File: src/shared/alu_pkg.sv
// Constants, register map and carrier types of the integer datapath.
// Assumes a 32-bit AXI4-Lite master and one synchronous clock domain.
package alu_pkg;

    localparam int unsigned DATA_W  = 32;
    localparam int unsigned ADDR_W  = 8;
    localparam int unsigned STRB_W  = DATA_W / 8;
    localparam int unsigned AMT_W   = 8;
    localparam int unsigned IMM12_W = 12;
    localparam int unsigned IMM16_W = 16;
    localparam int unsigned CLZ_W   = 6;

    // Register byte offsets
    localparam logic [ADDR_W-1:0] OFS_FIRST_OPERAND = 8'h00;
    localparam logic [ADDR_W-1:0] OFS_FLEX_OPERAND  = 8'h04;
    localparam logic [ADDR_W-1:0] OFS_SHIFT_AMOUNT  = 8'h08;
    localparam logic [ADDR_W-1:0] OFS_COMMAND       = 8'h0C;
    localparam logic [ADDR_W-1:0] OFS_RESULT        = 8'h10;
    localparam logic [ADDR_W-1:0] OFS_FLAGS         = 8'h14;
    localparam logic [ADDR_W-1:0] OFS_STATUS        = 8'h18;
    localparam logic [ADDR_W-1:0] OFS_BRANCH        = 8'h1C;

    // Reset values and field positions
    localparam logic [DATA_W-1:0] WORD_RESET    = 32'h0000_0000;
    localparam logic [DATA_W-1:0] PC_ALIGN_MASK = 32'hFFFF_FFFE;
    localparam int unsigned       STAT_WRITTEN  = 0;
    localparam int unsigned       STAT_BRANCH   = 1;

    localparam logic [1:0] RESP_OKAY   = 2'h0;
    localparam logic [1:0] RESP_SLVERR = 2'h2;

    typedef enum logic [4:0] {
        OP_ADD          = 5'h00,
        OP_ADD_CARRY    = 5'h01,
        OP_SUBTRACT     = 5'h02,
        OP_SUB_CARRY    = 5'h03,
        OP_REVERSE_SUB  = 5'h04,
        OP_AND          = 5'h05,
        OP_LOGIC_XOR    = 5'h06,
        OP_LOGIC_OR     = 5'h07,
        OP_BIT_CLEAR    = 5'h08,
        OP_OR_NOT       = 5'h09,
        OP_ARITH_SHR    = 5'h0A,
        OP_LOGIC_SHL    = 5'h0B,
        OP_LOGIC_SHR    = 5'h0C,
        OP_ROTATE_RIGHT = 5'h0D,
        OP_ROTATE_EXT   = 5'h0E,
        OP_LEAD_ZEROS   = 5'h0F,
        OP_COMPARE      = 5'h10,
        OP_COMPARE_NEG  = 5'h11,
        OP_MOVE         = 5'h12,
        OP_MOVE_INV     = 5'h13,
        OP_MOVE_WIDE    = 5'h14
    } alu_op_e;

    typedef enum logic [2:0] {
        SHIFT_LEFT        = 3'h0,
        SHIFT_RIGHT_LOGIC = 3'h1,
        SHIFT_RIGHT_ARITH = 3'h2,
        SHIFT_ROTATE      = 3'h3,
        SHIFT_ROTATE_EXT  = 3'h4
    } shift_kind_e;

    // Command word, bit 31 down to bit 0
    typedef struct packed {
        logic [IMM16_W-1:0] imm;
        logic               spare;
        logic [5:0]         shift_imm;
        logic               use_imm;
        logic               dest_pc;
        logic               amt_from_reg;
        logic               set_flags;
        alu_op_e            op;
    } cmd_s;

    typedef struct packed {
        logic n;
        logic z;
        logic c;
        logic v;
    } flags_s;

    typedef struct packed {
        flags_s            fl;
        logic [DATA_W-1:0] sum;
    } add_s;

    localparam flags_s FLAGS_RESET = 4'h0;

endpackage

File: src/alu_datapath.sv
// Integer datapath: arithmetic, logic, shifts, leading zeros, compares
// and moves, driven through an AXI4-Lite register file.
// Assumes one clock, synchronous active-low reset, one write and one
// read under way at a time.
//
// How it works
// - Arithmetic with flag request updates all four flags
// - AND, xor and or act bitwise
// - Bit clear ANDs with complemented second operand
// - Or-not ORs with complemented second operand
// - Flagged logic sets N, Z; V kept
// - Register shift amount uses low byte only
// - Rotate-extend shifts one right, carry enters top
// - Shift result written; source register untouched
// - Flagged shifts: N, Z, carry last out
// - Leading zeros: 32 for zero, 0 if top
// - Leading-zero count never changes flags
// - Compare subtracts, sets flags, writes nothing
// - Compare-negative adds, sets flags, writes nothing
// - Compares always update all four flags
// - Move copies second operand unchanged
// - Move-inverted writes complemented second operand
// - Wide move writes zero-extended 16-bit immediate
// - Move to program counter clears bit zero
// - Add takes second operand or 12-bit immediate
// - Add-with-carry adds carry flag too
// - Subtract-with-carry takes one more if carry clear
// - Reverse subtract: second minus first operand
module alu_datapath
    import alu_pkg::*;
(
    input  logic              clk,
    input  logic              rstn,
    input  logic [ADDR_W-1:0] s_axi_awaddr,
    input  logic [2:0]        s_axi_awprot,
    input  logic              s_axi_awvalid,
    output logic              s_axi_awready,
    input  logic [DATA_W-1:0] s_axi_wdata,
    input  logic [STRB_W-1:0] s_axi_wstrb,
    input  logic              s_axi_wvalid,
    output logic              s_axi_wready,
    output logic [1:0]        s_axi_bresp,
    output logic              s_axi_bvalid,
    input  logic              s_axi_bready,
    input  logic [ADDR_W-1:0] s_axi_araddr,
    input  logic [2:0]        s_axi_arprot,
    input  logic              s_axi_arvalid,
    output logic              s_axi_arready,
    output logic [DATA_W-1:0] s_axi_rdata,
    output logic [1:0]        s_axi_rresp,
    output logic              s_axi_rvalid,
    input  logic              s_axi_rready,
    output logic [DATA_W-1:0] dest_value,
    output logic              dest_write,
    output flags_s            flags,
    output logic              branch_req,
    output logic [DATA_W-1:0] branch_addr
);

    function automatic logic [DATA_W-1:0] merge(input logic [DATA_W-1:0] old,
                                                input logic [DATA_W-1:0] data,
                                                input logic [STRB_W-1:0] strb);
        logic [DATA_W-1:0] r;
        r = old;
        for (int i = 0; i < STRB_W; i++) begin
            if (strb[i]) begin
                r[8*i +: 8] = data[8*i +: 8];
            end
        end
        return r;
    endfunction

    function automatic logic is_word(input logic [ADDR_W-1:0] addr,
                                     input logic [ADDR_W-1:0] ofs);
        return addr[ADDR_W-1:2] == ofs[ADDR_W-1:2];
    endfunction

    function automatic add_s add_flags(input logic [DATA_W-1:0] x,
                                       input logic [DATA_W-1:0] y,
                                       input logic              cin);
        add_s              r;
        logic [DATA_W:0]   s;
        s       = {1'b0, x} + {1'b0, y} + {{DATA_W{1'b0}}, cin};
        r.sum   = s[DATA_W-1:0];
        r.fl.n  = s[DATA_W-1];
        r.fl.z  = (s[DATA_W-1:0] == '0);
        r.fl.c  = s[DATA_W];
        r.fl.v  = (x[DATA_W-1] == y[DATA_W-1]) && (s[DATA_W-1] != x[DATA_W-1]);
        return r;
    endfunction

    function automatic flags_s nz_flags(input logic [DATA_W-1:0] val,
                                        input flags_s            old);
        flags_s r;
        r   = old;
        r.n = val[DATA_W-1];
        r.z = (val == '0);
        return r;
    endfunction

    // Write channel capture
    logic              aw_full_q;
    logic [ADDR_W-1:0] aw_addr_q;
    logic              w_full_q;
    logic [DATA_W-1:0] w_data_q;
    logic [STRB_W-1:0] w_strb_q;
    logic              do_write;
    logic              exec;

    // Software-visible state
    logic [DATA_W-1:0] first_q;
    logic [DATA_W-1:0] flex_q;
    logic [DATA_W-1:0] amt_reg_q;
    cmd_s              cmd_q;
    logic [1:0]        status_q;

    // Execution terms
    cmd_s              cmd_new;
    logic [DATA_W-1:0] flex_eff;
    logic [DATA_W-1:0] add_x;
    logic [DATA_W-1:0] add_y;
    logic              add_cin;
    add_s              add_r;
    shift_kind_e       sh_kind;
    logic [AMT_W-1:0]  sh_amt;
    logic [DATA_W-1:0] sh_result;
    logic              sh_carry;
    logic              sh_carry_valid;
    logic [CLZ_W-1:0]  lz_count;
    logic [DATA_W-1:0] ex_result;
    logic              ex_write;
    logic              ex_branch;
    flags_s            ex_flags;
    logic [DATA_W-1:0] flags_wr;
    logic              wr_mapped;
    logic [DATA_W-1:0] rd_data;
    logic              rd_mapped;

    assign do_write = aw_full_q && w_full_q && !s_axi_bvalid;
    assign exec     = do_write && is_word(aw_addr_q, OFS_COMMAND);
    assign cmd_new  = cmd_s'(merge(DATA_W'(cmd_q), w_data_q, w_strb_q));
    assign flags_wr = merge({{(DATA_W-4){1'b0}}, flags}, w_data_q, w_strb_q);

    assign wr_mapped = is_word(aw_addr_q, OFS_FIRST_OPERAND) ||
                       is_word(aw_addr_q, OFS_FLEX_OPERAND)  ||
                       is_word(aw_addr_q, OFS_SHIFT_AMOUNT)  ||
                       is_word(aw_addr_q, OFS_COMMAND)       ||
                       is_word(aw_addr_q, OFS_FLAGS);

    // Immediate form of the second operand
    assign flex_eff = cmd_new.use_imm ?
                      {{(DATA_W-IMM12_W){1'b0}}, cmd_new.imm[IMM12_W-1:0]} :
                      flex_q;

    // Shared adder: subtraction is x + ~y + carry-in
    always_comb begin
        add_x   = first_q;
        add_y   = flex_eff;
        add_cin = 1'b0;
        unique case (cmd_new.op)
            OP_ADD_CARRY: begin
                add_cin = flags.c;
            end
            OP_SUBTRACT, OP_COMPARE: begin
                add_y   = ~flex_eff;
                add_cin = 1'b1;
            end
            OP_SUB_CARRY: begin
                add_y   = ~flex_eff;
                add_cin = flags.c;
            end
            OP_REVERSE_SUB: begin
                add_x   = flex_eff;
                add_y   = ~first_q;
                add_cin = 1'b1;
            end
            default: begin
                add_cin = 1'b0;
            end
        endcase
    end

    assign add_r = add_flags(add_x, add_y, add_cin);

    // A 6-bit immediate holds 32 for the right shifts
    always_comb begin
        sh_amt = cmd_new.amt_from_reg ? amt_reg_q[AMT_W-1:0] :
                 {2'b00, cmd_new.shift_imm};
        unique case (cmd_new.op)
            OP_ARITH_SHR:    sh_kind = SHIFT_RIGHT_ARITH;
            OP_LOGIC_SHR:    sh_kind = SHIFT_RIGHT_LOGIC;
            OP_ROTATE_RIGHT: sh_kind = SHIFT_ROTATE;
            OP_ROTATE_EXT:   sh_kind = SHIFT_ROTATE_EXT;
            default:         sh_kind = SHIFT_LEFT;
        endcase
    end

    alu_shifter #(
        .WIDTH       (DATA_W)
    ) u_shifter (
        .value       (flex_q),
        .amount      (sh_amt),
        .kind        (sh_kind),
        .carry_in    (flags.c),
        .result      (sh_result),
        .carry_out   (sh_carry),
        .carry_valid (sh_carry_valid)
    );

    leading_zero_counter #(
        .WIDTH (DATA_W),
        .CNT_W (CLZ_W)
    ) u_lzc (
        .value (flex_q),
        .count (lz_count)
    );

    // Result, write-back and flag selection; no flexible-operand shifter,
    // so flagged logic ops keep C as it was
    always_comb begin
        ex_result = add_r.sum;
        ex_write  = 1'b1;
        ex_branch = 1'b0;
        ex_flags  = flags;
        unique case (cmd_new.op)
            OP_ADD, OP_ADD_CARRY, OP_SUBTRACT, OP_SUB_CARRY, OP_REVERSE_SUB: begin
                if (cmd_new.set_flags) begin
                    ex_flags = add_r.fl;
                end
            end
            OP_AND, OP_LOGIC_XOR, OP_LOGIC_OR, OP_BIT_CLEAR, OP_OR_NOT: begin
                unique case (cmd_new.op)
                    OP_AND:       ex_result = first_q & flex_eff;
                    OP_LOGIC_XOR: ex_result = first_q ^ flex_eff;
                    OP_LOGIC_OR:  ex_result = first_q | flex_eff;
                    OP_BIT_CLEAR: ex_result = first_q & ~flex_eff;
                    default:      ex_result = first_q | ~flex_eff;
                endcase
                if (cmd_new.set_flags) begin
                    ex_flags = nz_flags(ex_result, flags);
                end
            end
            OP_ARITH_SHR, OP_LOGIC_SHL, OP_LOGIC_SHR, OP_ROTATE_RIGHT,
            OP_ROTATE_EXT: begin
                ex_result = sh_result;
                if (cmd_new.set_flags) begin
                    ex_flags = nz_flags(ex_result, flags);
                    if (sh_carry_valid) begin
                        ex_flags.c = sh_carry;
                    end
                end
            end
            OP_LEAD_ZEROS: begin
                ex_result = {{(DATA_W-CLZ_W){1'b0}}, lz_count};
            end
            OP_COMPARE, OP_COMPARE_NEG: begin
                ex_write = 1'b0;
                ex_flags = add_r.fl;
            end
            OP_MOVE, OP_MOVE_INV: begin
                ex_result = (cmd_new.op == OP_MOVE) ? flex_eff :
                            ~flex_eff;
                if (cmd_new.set_flags) begin
                    ex_flags = nz_flags(ex_result, flags);
                end
                if (cmd_new.op == OP_MOVE && cmd_new.dest_pc) begin
                    ex_result = ex_result & PC_ALIGN_MASK;
                    ex_write  = 1'b0;
                    ex_branch = 1'b1;
                    ex_flags  = flags;
                end
            end
            OP_MOVE_WIDE: begin
                ex_result = {{(DATA_W-IMM16_W){1'b0}}, cmd_new.imm};
            end
            default: begin
                ex_write = 1'b0;
            end
        endcase
    end

    // AXI write address and data, taken in either order
    always_ff @(posedge clk) begin
        if (!rstn) begin
            aw_full_q     <= 1'b0;
            aw_addr_q     <= '0;
            s_axi_awready <= 1'b1;
        end else if (s_axi_awvalid && s_axi_awready) begin
            aw_full_q     <= 1'b1;
            aw_addr_q     <= s_axi_awaddr;
            s_axi_awready <= 1'b0;
        end else if (do_write) begin
            aw_full_q     <= 1'b0;
        end else if (s_axi_bvalid && s_axi_bready) begin
            s_axi_awready <= 1'b1;
        end
    end

    always_ff @(posedge clk) begin
        if (!rstn) begin
            w_full_q     <= 1'b0;
            w_data_q     <= '0;
            w_strb_q     <= '0;
            s_axi_wready <= 1'b1;
        end else if (s_axi_wvalid && s_axi_wready) begin
            w_full_q     <= 1'b1;
            w_data_q     <= s_axi_wdata;
            w_strb_q     <= s_axi_wstrb;
            s_axi_wready <= 1'b0;
        end else if (do_write) begin
            w_full_q     <= 1'b0;
        end else if (s_axi_bvalid && s_axi_bready) begin
            s_axi_wready <= 1'b1;
        end
    end

    always_ff @(posedge clk) begin
        if (!rstn) begin
            s_axi_bvalid <= 1'b0;
            s_axi_bresp  <= RESP_OKAY;
        end else if (do_write) begin
            s_axi_bvalid <= 1'b1;
            s_axi_bresp  <= wr_mapped ? RESP_OKAY : RESP_SLVERR;
        end else if (s_axi_bvalid && s_axi_bready) begin
            s_axi_bvalid <= 1'b0;
        end
    end

    // Operand registers
    always_ff @(posedge clk) begin
        if (!rstn) begin
            first_q   <= WORD_RESET;
            flex_q    <= WORD_RESET;
            amt_reg_q <= WORD_RESET;
        end else if (do_write) begin
            if (is_word(aw_addr_q, OFS_FIRST_OPERAND)) begin
                first_q <= merge(first_q, w_data_q, w_strb_q);
            end
            if (is_word(aw_addr_q, OFS_FLEX_OPERAND)) begin
                flex_q <= merge(flex_q, w_data_q, w_strb_q);
            end
            if (is_word(aw_addr_q, OFS_SHIFT_AMOUNT)) begin
                amt_reg_q <= merge(amt_reg_q, w_data_q, w_strb_q);
            end
        end
    end

    // Command write launches execution in the same edge
    always_ff @(posedge clk) begin
        if (!rstn) begin
            cmd_q    <= cmd_s'(WORD_RESET);
            status_q <= '0;
        end else if (exec) begin
            cmd_q    <= cmd_new;
            status_q <= {ex_branch, ex_write};
        end
    end

    // Software writes and execution never share an edge
    always_ff @(posedge clk) begin
        if (!rstn) begin
            flags <= FLAGS_RESET;
        end else if (exec) begin
            flags <= ex_flags;
        end else if (do_write && is_word(aw_addr_q, OFS_FLAGS)) begin
            flags <= flags_s'(flags_wr[3:0]);
        end
    end

    always_ff @(posedge clk) begin
        if (!rstn) begin
            dest_value  <= WORD_RESET;
            dest_write  <= 1'b0;
            branch_req  <= 1'b0;
            branch_addr <= WORD_RESET;
        end else begin
            dest_write <= exec && ex_write;
            branch_req <= exec && ex_branch;
            if (exec && ex_write) begin
                dest_value <= ex_result;
            end
            if (exec && ex_branch) begin
                branch_addr <= ex_result;
            end
        end
    end

    // AXI read
    always_comb begin
        rd_mapped = 1'b1;
        rd_data   = '0;
        if (is_word(s_axi_araddr, OFS_FIRST_OPERAND)) begin
            rd_data = first_q;
        end else if (is_word(s_axi_araddr, OFS_FLEX_OPERAND)) begin
            rd_data = flex_q;
        end else if (is_word(s_axi_araddr, OFS_SHIFT_AMOUNT)) begin
            rd_data = amt_reg_q;
        end else if (is_word(s_axi_araddr, OFS_COMMAND)) begin
            rd_data = DATA_W'(cmd_q);
        end else if (is_word(s_axi_araddr, OFS_RESULT)) begin
            rd_data = dest_value;
        end else if (is_word(s_axi_araddr, OFS_FLAGS)) begin
            rd_data = {{(DATA_W-4){1'b0}}, flags};
        end else if (is_word(s_axi_araddr, OFS_STATUS)) begin
            rd_data = {{(DATA_W-2){1'b0}}, status_q};
        end else if (is_word(s_axi_araddr, OFS_BRANCH)) begin
            rd_data = branch_addr;
        end else begin
            rd_mapped = 1'b0;
        end
    end

    always_ff @(posedge clk) begin
        if (!rstn) begin
            s_axi_arready <= 1'b1;
            s_axi_rvalid  <= 1'b0;
            s_axi_rdata   <= '0;
            s_axi_rresp   <= RESP_OKAY;
        end else if (s_axi_arvalid && s_axi_arready) begin
            s_axi_arready <= 1'b0;
            s_axi_rvalid  <= 1'b1;
            s_axi_rdata   <= rd_data;
            s_axi_rresp   <= rd_mapped ? RESP_OKAY : RESP_SLVERR;
        end else if (s_axi_rvalid && s_axi_rready) begin
            s_axi_rvalid  <= 1'b0;
            s_axi_arready <= 1'b1;
        end
    end

endmodule

File: src/alu_shifter.sv
// Barrel shifter with carry-out for the shift and rotate operations.
// Assumes amount is the full 0..255 shift length; purely combinational.
module alu_shifter
    import alu_pkg::*;
#(
    parameter int unsigned WIDTH = DATA_W
)(
    input  logic [WIDTH-1:0] value,
    input  logic [AMT_W-1:0] amount,
    input  shift_kind_e      kind,
    input  logic             carry_in,
    output logic [WIDTH-1:0] result,
    output logic             carry_out,
    output logic             carry_valid
);
    localparam int unsigned ROT_W = $clog2(WIDTH);

    logic [WIDTH:0]   wide;
    logic [ROT_W-1:0] rot;

    always_comb begin
        wide        = '0;
        rot         = amount[ROT_W-1:0];
        result      = value;
        carry_out   = carry_in;
        carry_valid = (amount != '0);
        unique case (kind)
            SHIFT_LEFT: begin
                wide      = {1'b0, value} << amount;
                result    = wide[WIDTH-1:0];
                carry_out = wide[WIDTH];
            end
            SHIFT_RIGHT_LOGIC: begin
                wide      = {value, 1'b0} >> amount;
                result    = wide[WIDTH:1];
                carry_out = wide[0];
            end
            SHIFT_RIGHT_ARITH: begin
                wide      = $signed({value, 1'b0}) >>> amount;
                result    = wide[WIDTH:1];
                carry_out = wide[0];
            end
            SHIFT_ROTATE: begin
                result    = (value >> rot) | (value << (WIDTH - rot));
                carry_out = result[WIDTH-1];
            end
            SHIFT_ROTATE_EXT: begin
                result      = {carry_in, value[WIDTH-1:1]};
                carry_out   = value[0];
                carry_valid = 1'b1;
            end
            default: begin
                result = value;
            end
        endcase
        if (!carry_valid) begin
            result    = value;
            carry_out = carry_in;
        end
    end

endmodule

File: src/leading_zero_counter.sv
// Count of zero bits above the highest set bit.
// Assumes nothing of its surroundings; purely combinational.
module leading_zero_counter
    import alu_pkg::*;
#(
    parameter int unsigned WIDTH = DATA_W,
    parameter int unsigned CNT_W = CLZ_W
)(
    input  logic [WIDTH-1:0] value,
    output logic [CNT_W-1:0] count
);
    always_comb begin
        count = CNT_W'(WIDTH);
        for (int i = 0; i < WIDTH; i++) begin
            if (value[i]) begin
                count = CNT_W'(WIDTH - 1 - i);
            end
        end
    end

endmodule

File: config.mk
export PLATFORM = sky130hd
export DESIGN_NAME = alu_datapath
export DESIGN_NICKNAME = d
export VERILOG_FILES = /design/src/shared/alu_pkg.sv /design/src/alu_datapath.sv /design/src/alu_shifter.sv /design/src/leading_zero_counter.sv
export SDC_FILE = /design/constraint.sdc
export NUM_CORES = 2
export LEC_CHECK = 0
export BUFFER_PORTS_ARGS = -buffer_cell sky130_fd_sc_hd__buf_2
export CELL_PAD_IN_SITES_DETAIL_PLACEMENT = 1
export CELL_PAD_IN_SITES_GLOBAL_PLACEMENT = 2
export CORE_AREA = 8 8 267 269
export CTS_CLUSTER_SIZE = 16
export DETAILED_ROUTE_END_ITERATION = 16
export DIE_AREA = 0 0 275 277
export PLACE_DENSITY_LB_ADDON = 0.1
export RECOVER_POWER = 100
export SLEW_MARGIN = 5
export SYNTH_ARGS = -nofsm -noshare
export SYNTH_HDL_FRONTEND = slang
export SYNTH_HIERARCHICAL = 1
export SYNTH_SLANG_ARGS = --single-unit
File: constraint.sdc
create_clock -name clk -period 10.7 [get_ports clk]
set_input_delay 0 -clock clk [delete_from_list [all_inputs] [get_ports clk]]
set_output_delay 0 -clock clk [all_outputs]
set_load 0.01 [all_outputs]
# Yosys cells after proc, flatten, opt, wreduce, memory -nomap -nowiden
# Cells that the tools add are included.
word_totals:
  output_inout_bits: 111
  register_bits: 287
  word_cells: 268
  inputBits: 65
classes:
  eq_ne: 52
  mux: 96
  shift: 5
  n_addsub: 3
  reduce_logical: 62
  n_bitwise: 8
op_table:
  columns: ["op", "n"]
  rows:
  - ["$mux W32", 13]
  - ["$pmux W32 S5", 2]
  - ["$mux W6", 32]
  - ["$logic_not A32 Y1", 4]
  - ["$pmux W32 S4", 1]
  - ["$or A32 B32 Y32", 3]
  - ["$and A32 B32 Y32", 2]
  - ["$not A32 Y32", 2]
  - ["$pmux W32 S2", 1]
  - ["$eq A5 B4 Y1 const B", 8]
  - ["$reduce_and A3 Y1", 12]
  - ["$add A32 B32 Y33", 1]
  - ["$add A33 B1 Y33", 1]
  - ["$shl A32 B8 Y33", 1]
  - ["$shr A33 B8 Y33", 1]
  - ["$sshr A33 B8 Y33", 1]
  - ["$mux W4", 8]
  - ["$mux W8", 4]
  - ["$shl A32 B32 Y32", 1]
  - ["$shr A32 B5 Y32", 1]
  - ["$xor A32 B32 Y32", 1]
  - ["$eq A6 B3 Y1 const B", 5]
  - ["$mux W1", 27]
  - ["$eq A5 B5 Y1 const B", 5]
  - ["other kinds (40)", 89]

# Logic depth before layout (Yosys ltp)
logic_depth:
  depth_word: 33
  mapped_depth: 28
  ltp_nobuf: 19

# By module
# Netlist, hierarchy kept.
modules_own_cells:
  columns: ["mod", "seq_area_each_um2", "cells_each", "area_per_inst_um2", "n_inst"]
  rows:
  - ["alu_datapath", 5665.4, 2298, 18656.6, 1]
  - ["alu_shifter", 0.0, 1027, 8146.6, 1]
  - ["leading_zero_counter", 0.0, 65, 367.9, 1]

# Least setup slack after synthesis
# No wires, ideal clock.
synth_timing:
  path_kind: "reg2reg"
  start: "register w_strb_q[0]"
  end: "register flags[2] in the netlist's numbering"
  path_slack_ns: 5.156
  t_required_ns: 10.640
  stages_incl_launch_ff: 29
  t_arrival_ns: 5.484
  synth_period_minus_slack_ns: 5.544
  n_path_buf: 11
  setup_time_ns: 0.060
  path_cell_list: "dfxtp_1 buf_6 buf_6 buf_2 buf_2 mux2i_1 clkbuf_1 a21oi_1 buf_6 buf_8 buf_2 buf_2 inv_1 ha_1 buf_2 clkbuf_1 mux4_2 mux2i_1 mux2i_1 a221oi_2 a2bb2oi_1 o21ai_0 nor4_1 nand4_1 or3_1 a31o_2 a21oi_1 o21ai_1 nand2_1"
synth_via:
  elab_chain_cells: 11
  word_cells_on_any_way: 74
  cone_classes: "3 x add/sub; 28 x eq/ne; 5 x shift; 19 x mux; 1 x bitwise; 18 x reduce/logical"
synth_lines:
  columns: ["element", "line", "text"]
  rows:
  - ["start: declaration", "alu_datapath.sv:106", "logic [STRB_W-1:0] w_strb_q;"]
  - ["start signal: assignment", "alu_datapath.sv:308", "w_strb_q <= s_axi_wstrb;"]
  - ["$mux W8 *", "alu_datapath.sv:66", "if (strb[i]) begin"]
  - ["$mux W8 *", "alu_datapath.sv:187", "sh_amt = cmd_new.amt_from_reg ? amt_reg_q[AMT_W-1:0] :"]
  - ["named net sh_amt[1]", "alu_datapath.sv:125", "logic [AMT_W-1:0] sh_amt;"]
  - ["$sub A6 B5 Y7", "alu_shifter.sv:44", "result = (value >> rot) | (value << (WIDTH - rot));"]
  - ["$shl A32 B32 Y32", "alu_shifter.sv:44", null]
  - ["$or A32 B32 Y32", "alu_shifter.sv:44", null]
  - ["$pmux W32 S5", "alu_shifter.sv:27", "unique case (kind)"]
  - ["$mux W32 *", "alu_shifter.sv:56", "if (!carry_valid) begin"]
  - ["named net sh_result[31]", "alu_datapath.sv:126", "logic [DATA_W-1:0] sh_result;"]
  - ["$logic_not A32 Y1 *", "alu_datapath.sv:97", "r.z = (val == '0);"]
  - ["$mux W4 *", "alu_datapath.sv:246", "if (cmd_new.set_flags) begin"]
  - ["$pmux W4 S5 *", "alu_datapath.sv:225", "unique case (cmd_new.op)"]
  - ["$mux W4 *", "alu_datapath.sv:363", "end else if (exec) begin"]
  - ["end signal: assignment", "alu_datapath.sv:364", "flags <= ex_flags;"]
  - ["end signal: assignment", "alu_datapath.sv:366", "flags <= flags_s'(flags_wr[3:0]);"]
  - ["end: declaration", "alu_datapath.sv:55", "output flags_s flags,"]
# The timed path passes the listed nets; every way through them passes the cells marked *. The select of a mux whose other input is x is not followed.
# A chain may end at the register's enable or synchronous reset.

# Worst setup path after layout
layout_timing:
  start: "register w_strb_q[0]"
  end: "register flags[2] in the netlist's numbering"
layout_via:
  elab_chain_cells: 11
  word_cells_on_any_way: 74
  cone_classes: "3 x add/sub; 28 x eq/ne; 5 x shift; 19 x mux; 1 x bitwise; 18 x reduce/logical"
layout_lines:
  columns: ["element"]
  rows:
  - ["branches (longest 11 deep; another with $add A32 B32 Y33)"]
# Parallel ways; which one is timed is not known. The select of a mux whose other input is x is not followed.

==> flow_summary_export.csv <==
group,metric,value,unit
clock_network,postCtsHoldBufs,86,
critical_path,crit-reg2reg-capture,"flags[2]",
yosys,ys_ff_latch,283,
yosys,synth_top_area_share,0.209,
yosys,synth_edf_count,0,
floorplan,core_area,0.0668,mm2
yosys,syn_area_per_cell,8.02,um2
critical_path,crit_start,"w_strb_q[0]",
power_and_ir_drop,total_leakage_power,11.8,nW
min_path,hold_end,"s_axi_rdata[1]",
final_layout,fillers,8096,
placement,dpl.hpwl,113,mm
clock_network,cts_buffers,28,
routing,num_vias,31469,
yosys,yosysWarnings,6,
routing,drt_iter0_drc,4082,
clock_network,postCtsSetupRepairBufs,0,
floorplan,die_w,275,um
clock_network,postCtsResizedCells,0,
power_and_ir_drop,share_seq_of_total_power,0.415,
yosys,synth_ff_type,"dfxtp_1",
outcome,status,"complete, but fails checks",
placement,gp_congestion,1.04,
clock_network,worstSkewPairLatency,0.58,ns
clock_network,clkTransAtPathRegs,0.08,ns
floorplan,dieArea,0.0762,mm2
global_routing,grt_pass1_vias,31319,
critical_path,r2r_cells,20,
power_and_ir_drop,swShare,0.310,
sta,tightestPinTransition,3.76,ns
final_layout,post_route_cells_drive_above_1_share,0.138,
sta,slew_violations,547,
routing,drt_first_pass_iters,8,
final_layout,syn2layout_area_growth,12.5,%
yosys,synth_area_leader_cell,"dfxtp_1",
yosys,synth_compound_area_frac,0.265,
min_path,min_from,"s_axi_araddr[4]",
clock_network,clock_path_buffers,3,
yosys,synth_xor_area_frac,0.0164,
global_routing,grt_usage,0.396,
final_layout,final_area,0.0306,mm2
power_and_ir_drop,pwr_density_cell,87.3,mW/mm2
global_routing,grt_pass1_wl,226,mm
sta,hold_viol,0,
yosys,yosysSeqAreaShare,0.209,
final_layout,multi_input_area,0.0201,mm2
final_layout,nNetsFinal,3596,
critical_path,cp_data_required_time,11.22,ns
floorplan,ios,176,
power_and_ir_drop,peakVddDrop,0.000108,V
outcome,violations,"capacitance limit, slew limit",
power_and_ir_drop,internal_power,0.00184,W
power_and_ir_drop,pwr-share-comb,0.186,
yosys,synth-simple-area-share,0.219,
routing,wl_per_cell,36.0,um
yosys,synth_cell_types,103,
global_routing,grt_start_max_net_pins,120,
power_and_ir_drop,p_clk_frac,0.399,
sta,final-setup-viol-count,0,
clock_network,cts-root-buf,"clkbuf_16",
sta,slew_headroom,-1.51,
yosys,postSynthCellCount,3390,
min_path,hold-path-cell-count,4,
yosys,synthMuxAreaShare,0.217,
yosys,synth_fa_ha_area_frac,0.0162,
placement,placed_area,0.0289,mm2
routing,ant_nets,0,
sta,rsz0062_at_grt,"no",
routing,drc,0,
sta,min_period_over_period,0.808,
critical_path,reg2reg_from,"w_strb_q[0]",
sta,period_minus_slack,8.65,ns
routing,via_per_inst,7.16,
final_layout,seq_area,0.00567,mm2
clock_network,h-tree-depth,1,
global_routing,antenna_found_initial,9,
flow_run,drv_cap,10,
critical_path,end_kind,"flop",
final_layout,utilization,0.457,
yosys,ys_async_sr_fraction,0,
critical_path,start_kind,"flop",
critical_path,r2r_slack,2.05,ns
clock_network,cts_tree,"done",
global_routing,grt_overflow,0,
sta,clock.fmax,116,MHz
min_path,hp-class,"in -> reg",
yosys,synth_top_family_by_area,"compound AO/OA/AOI/OAI gates",
critical_path,critPathMaxFanout,52,
floorplan,die_h,277,um
sta,tns,0,ns
yosys,synth_area_leaders,"dfxtp_1 21%, mux4_2 10%, mux2i_1 7.6%, nand2_1 6.4%, o21ai_0 3.5%",
yosys,syn_area,0.0272,mm2
routing,finalWirelength,158,mm
power_and_ir_drop,totalPowerFinal,0.00267,W
clock_network,cts.sinks,283,
sta,finalClockSkew,0.0213,ns
floorplan,start_util,0.407,
critical_path,worstPathArrival,9.17,ns
floorplan,rows,95,
critical_path,path_class,"reg -> reg",
placement,io_buffers,163,
power_and_ir_drop,p_sw,0.000826,W
power groups by stage:
stage | Combinational, W | Sequential [W] | Clock [W]
2_1_floorplan | 0.000283 | 0.00112 | 0
6_report | 0.000497 | 0.00111 | 0.00106
5_1_grt | 0.000515 | 0.00111 | 0.00110
3_3_place_gp | 0.000441 | 0.00112 | 0
4_1_cts | 0.000475 | 0.00110 | 0.00106
3_5_place_dp | 0.000447 | 0.00113 | 0
cells in the final DEF, fill, tap and decap left out, drive strengths merged, types with 40 or more instances in the layout:
master	n
nand2	467
dfxtp	283
mux2i	210
o21ai	204
nor2	183
a21oi	182
buf	176
clkbuf	161
mux4	131
nand3	122
nor2b	122
a21boi	92
nor3	89
dlygate4sd3	86
mux2	70
o211a	63
inv	49
a22oi	47
xnor2	44
o211ai	40
a31oi	40
Yosys cell counts (31+ instances only):
master	count
inv_1	46
xnor2_1	44
mux2i_1	207
o21ai_0	189
nor2_1	183
mux2_2	66
ha_1	32
buf_2	44
o22ai_1	36
mux4_2	123
a21boi_0	90
dfxtp_1	283
a22oi_1	47
and2_1	38
nor4_1	38
clkbuf_1	211
nand2_1	466
o211ai_1	40
nor3_1	84
o211a_1	63
a31oi_1	40
nor2b_1	122
a21oi_1	182
nand3_1	122
buf_1	31
per-stage QoR:
step / cells / hold slack [ns] / setup slack, ns
2_1_floorplan: 3391 / 0.145 / 5.16
3_3_place_gp: 4254 / 0.254 / 3.69
3_5_place_dp: 4254 / 0.258 / 3.56
4_1_cts: 4392 / 0.0147 / 3.53
5_1_grt: 4392 / 0.0755 / 1.70
6_report: 4393 / 0.0318 / 2.05
registers in the layout (all words and copies together) (netlist names), 2 cells and up:
name	flops
status_q	2
s_axi_rdata	32
dest_value	32
cmd_q	32
w_strb_q	4
amt_reg_q	32
flex_q	32
flags	4
w_data_q	32
first_q	32
branch_addr	32
aw_addr_q	6
kinds of logic (layout without fill, tap and decap cells):
logic type	count (synthesis)	in the layout
other	1	3
buffers and inverters	356	484
AND/OR/NAND/NOR	1229	1229
AO/OA/AOI/OAI	1025	1025
multiplexers	411	411
XOR/XNOR	51	51
flip-flops	283	283
adder cells (fa/ha/maj)	34	34
per-layer routing:
metal	wire, um	vias to the layer above	track usage
met3	17300	582	0.107
met4	12000	12	0.242
met5	82	-	0
li1	-	13039	-
met2	68400	2090	0.601
met1	60300	15746	0.496
worst max-delay path, cell delays in order, from the launching register on:
cell and delay [ns]:
dfxtp_1 0.32, buf_4 0.41, mux2_2 0.39, buf_4 0.28
nor2_1 0.26, nand2_1 0.15, a21oi_4 0.15, clkbuf_1 1.69
or2_2 0.53, o221ai_1 0.21, ha_1 0.43, a21o_1 0.21
or3_1 0.34, o21ai_0 0.36, a21oi_1 0.20, a21oi_1 0.36
nor4b_1 0.11, o32ai_1 0.90, xor2_1 0.63, o2111ai_1 0.40
nand2_1 0.15
how the worst max path moves through the flow:
stage / cells after the start / slack, ns / endpoint
2_1_floorplan: 28 / 5.16 / flags[2]
3_3_place_gp: 20 / 3.69 / flags[2]
3_5_place_dp: 18 / 3.56 / branch_addr[17]
4_1_cts: 18 / 3.53 / branch_addr[17]
5_1_grt: 20 / 1.70 / flags[3]
6_report: 20 / 2.05 / flags[2]
area by class of cell:
cell class              count  area share
clock inverters            13     0.00409
clock buffers              39      0.0273
flip-flops and latches    283       0.186
diodes                      1   0.0000819
multi-input cells        2752       0.659
well taps                 873      0.0357
inverters                  48     0.00598
repair buffers            384      0.0826
Power figures use the tool's default switching activity.
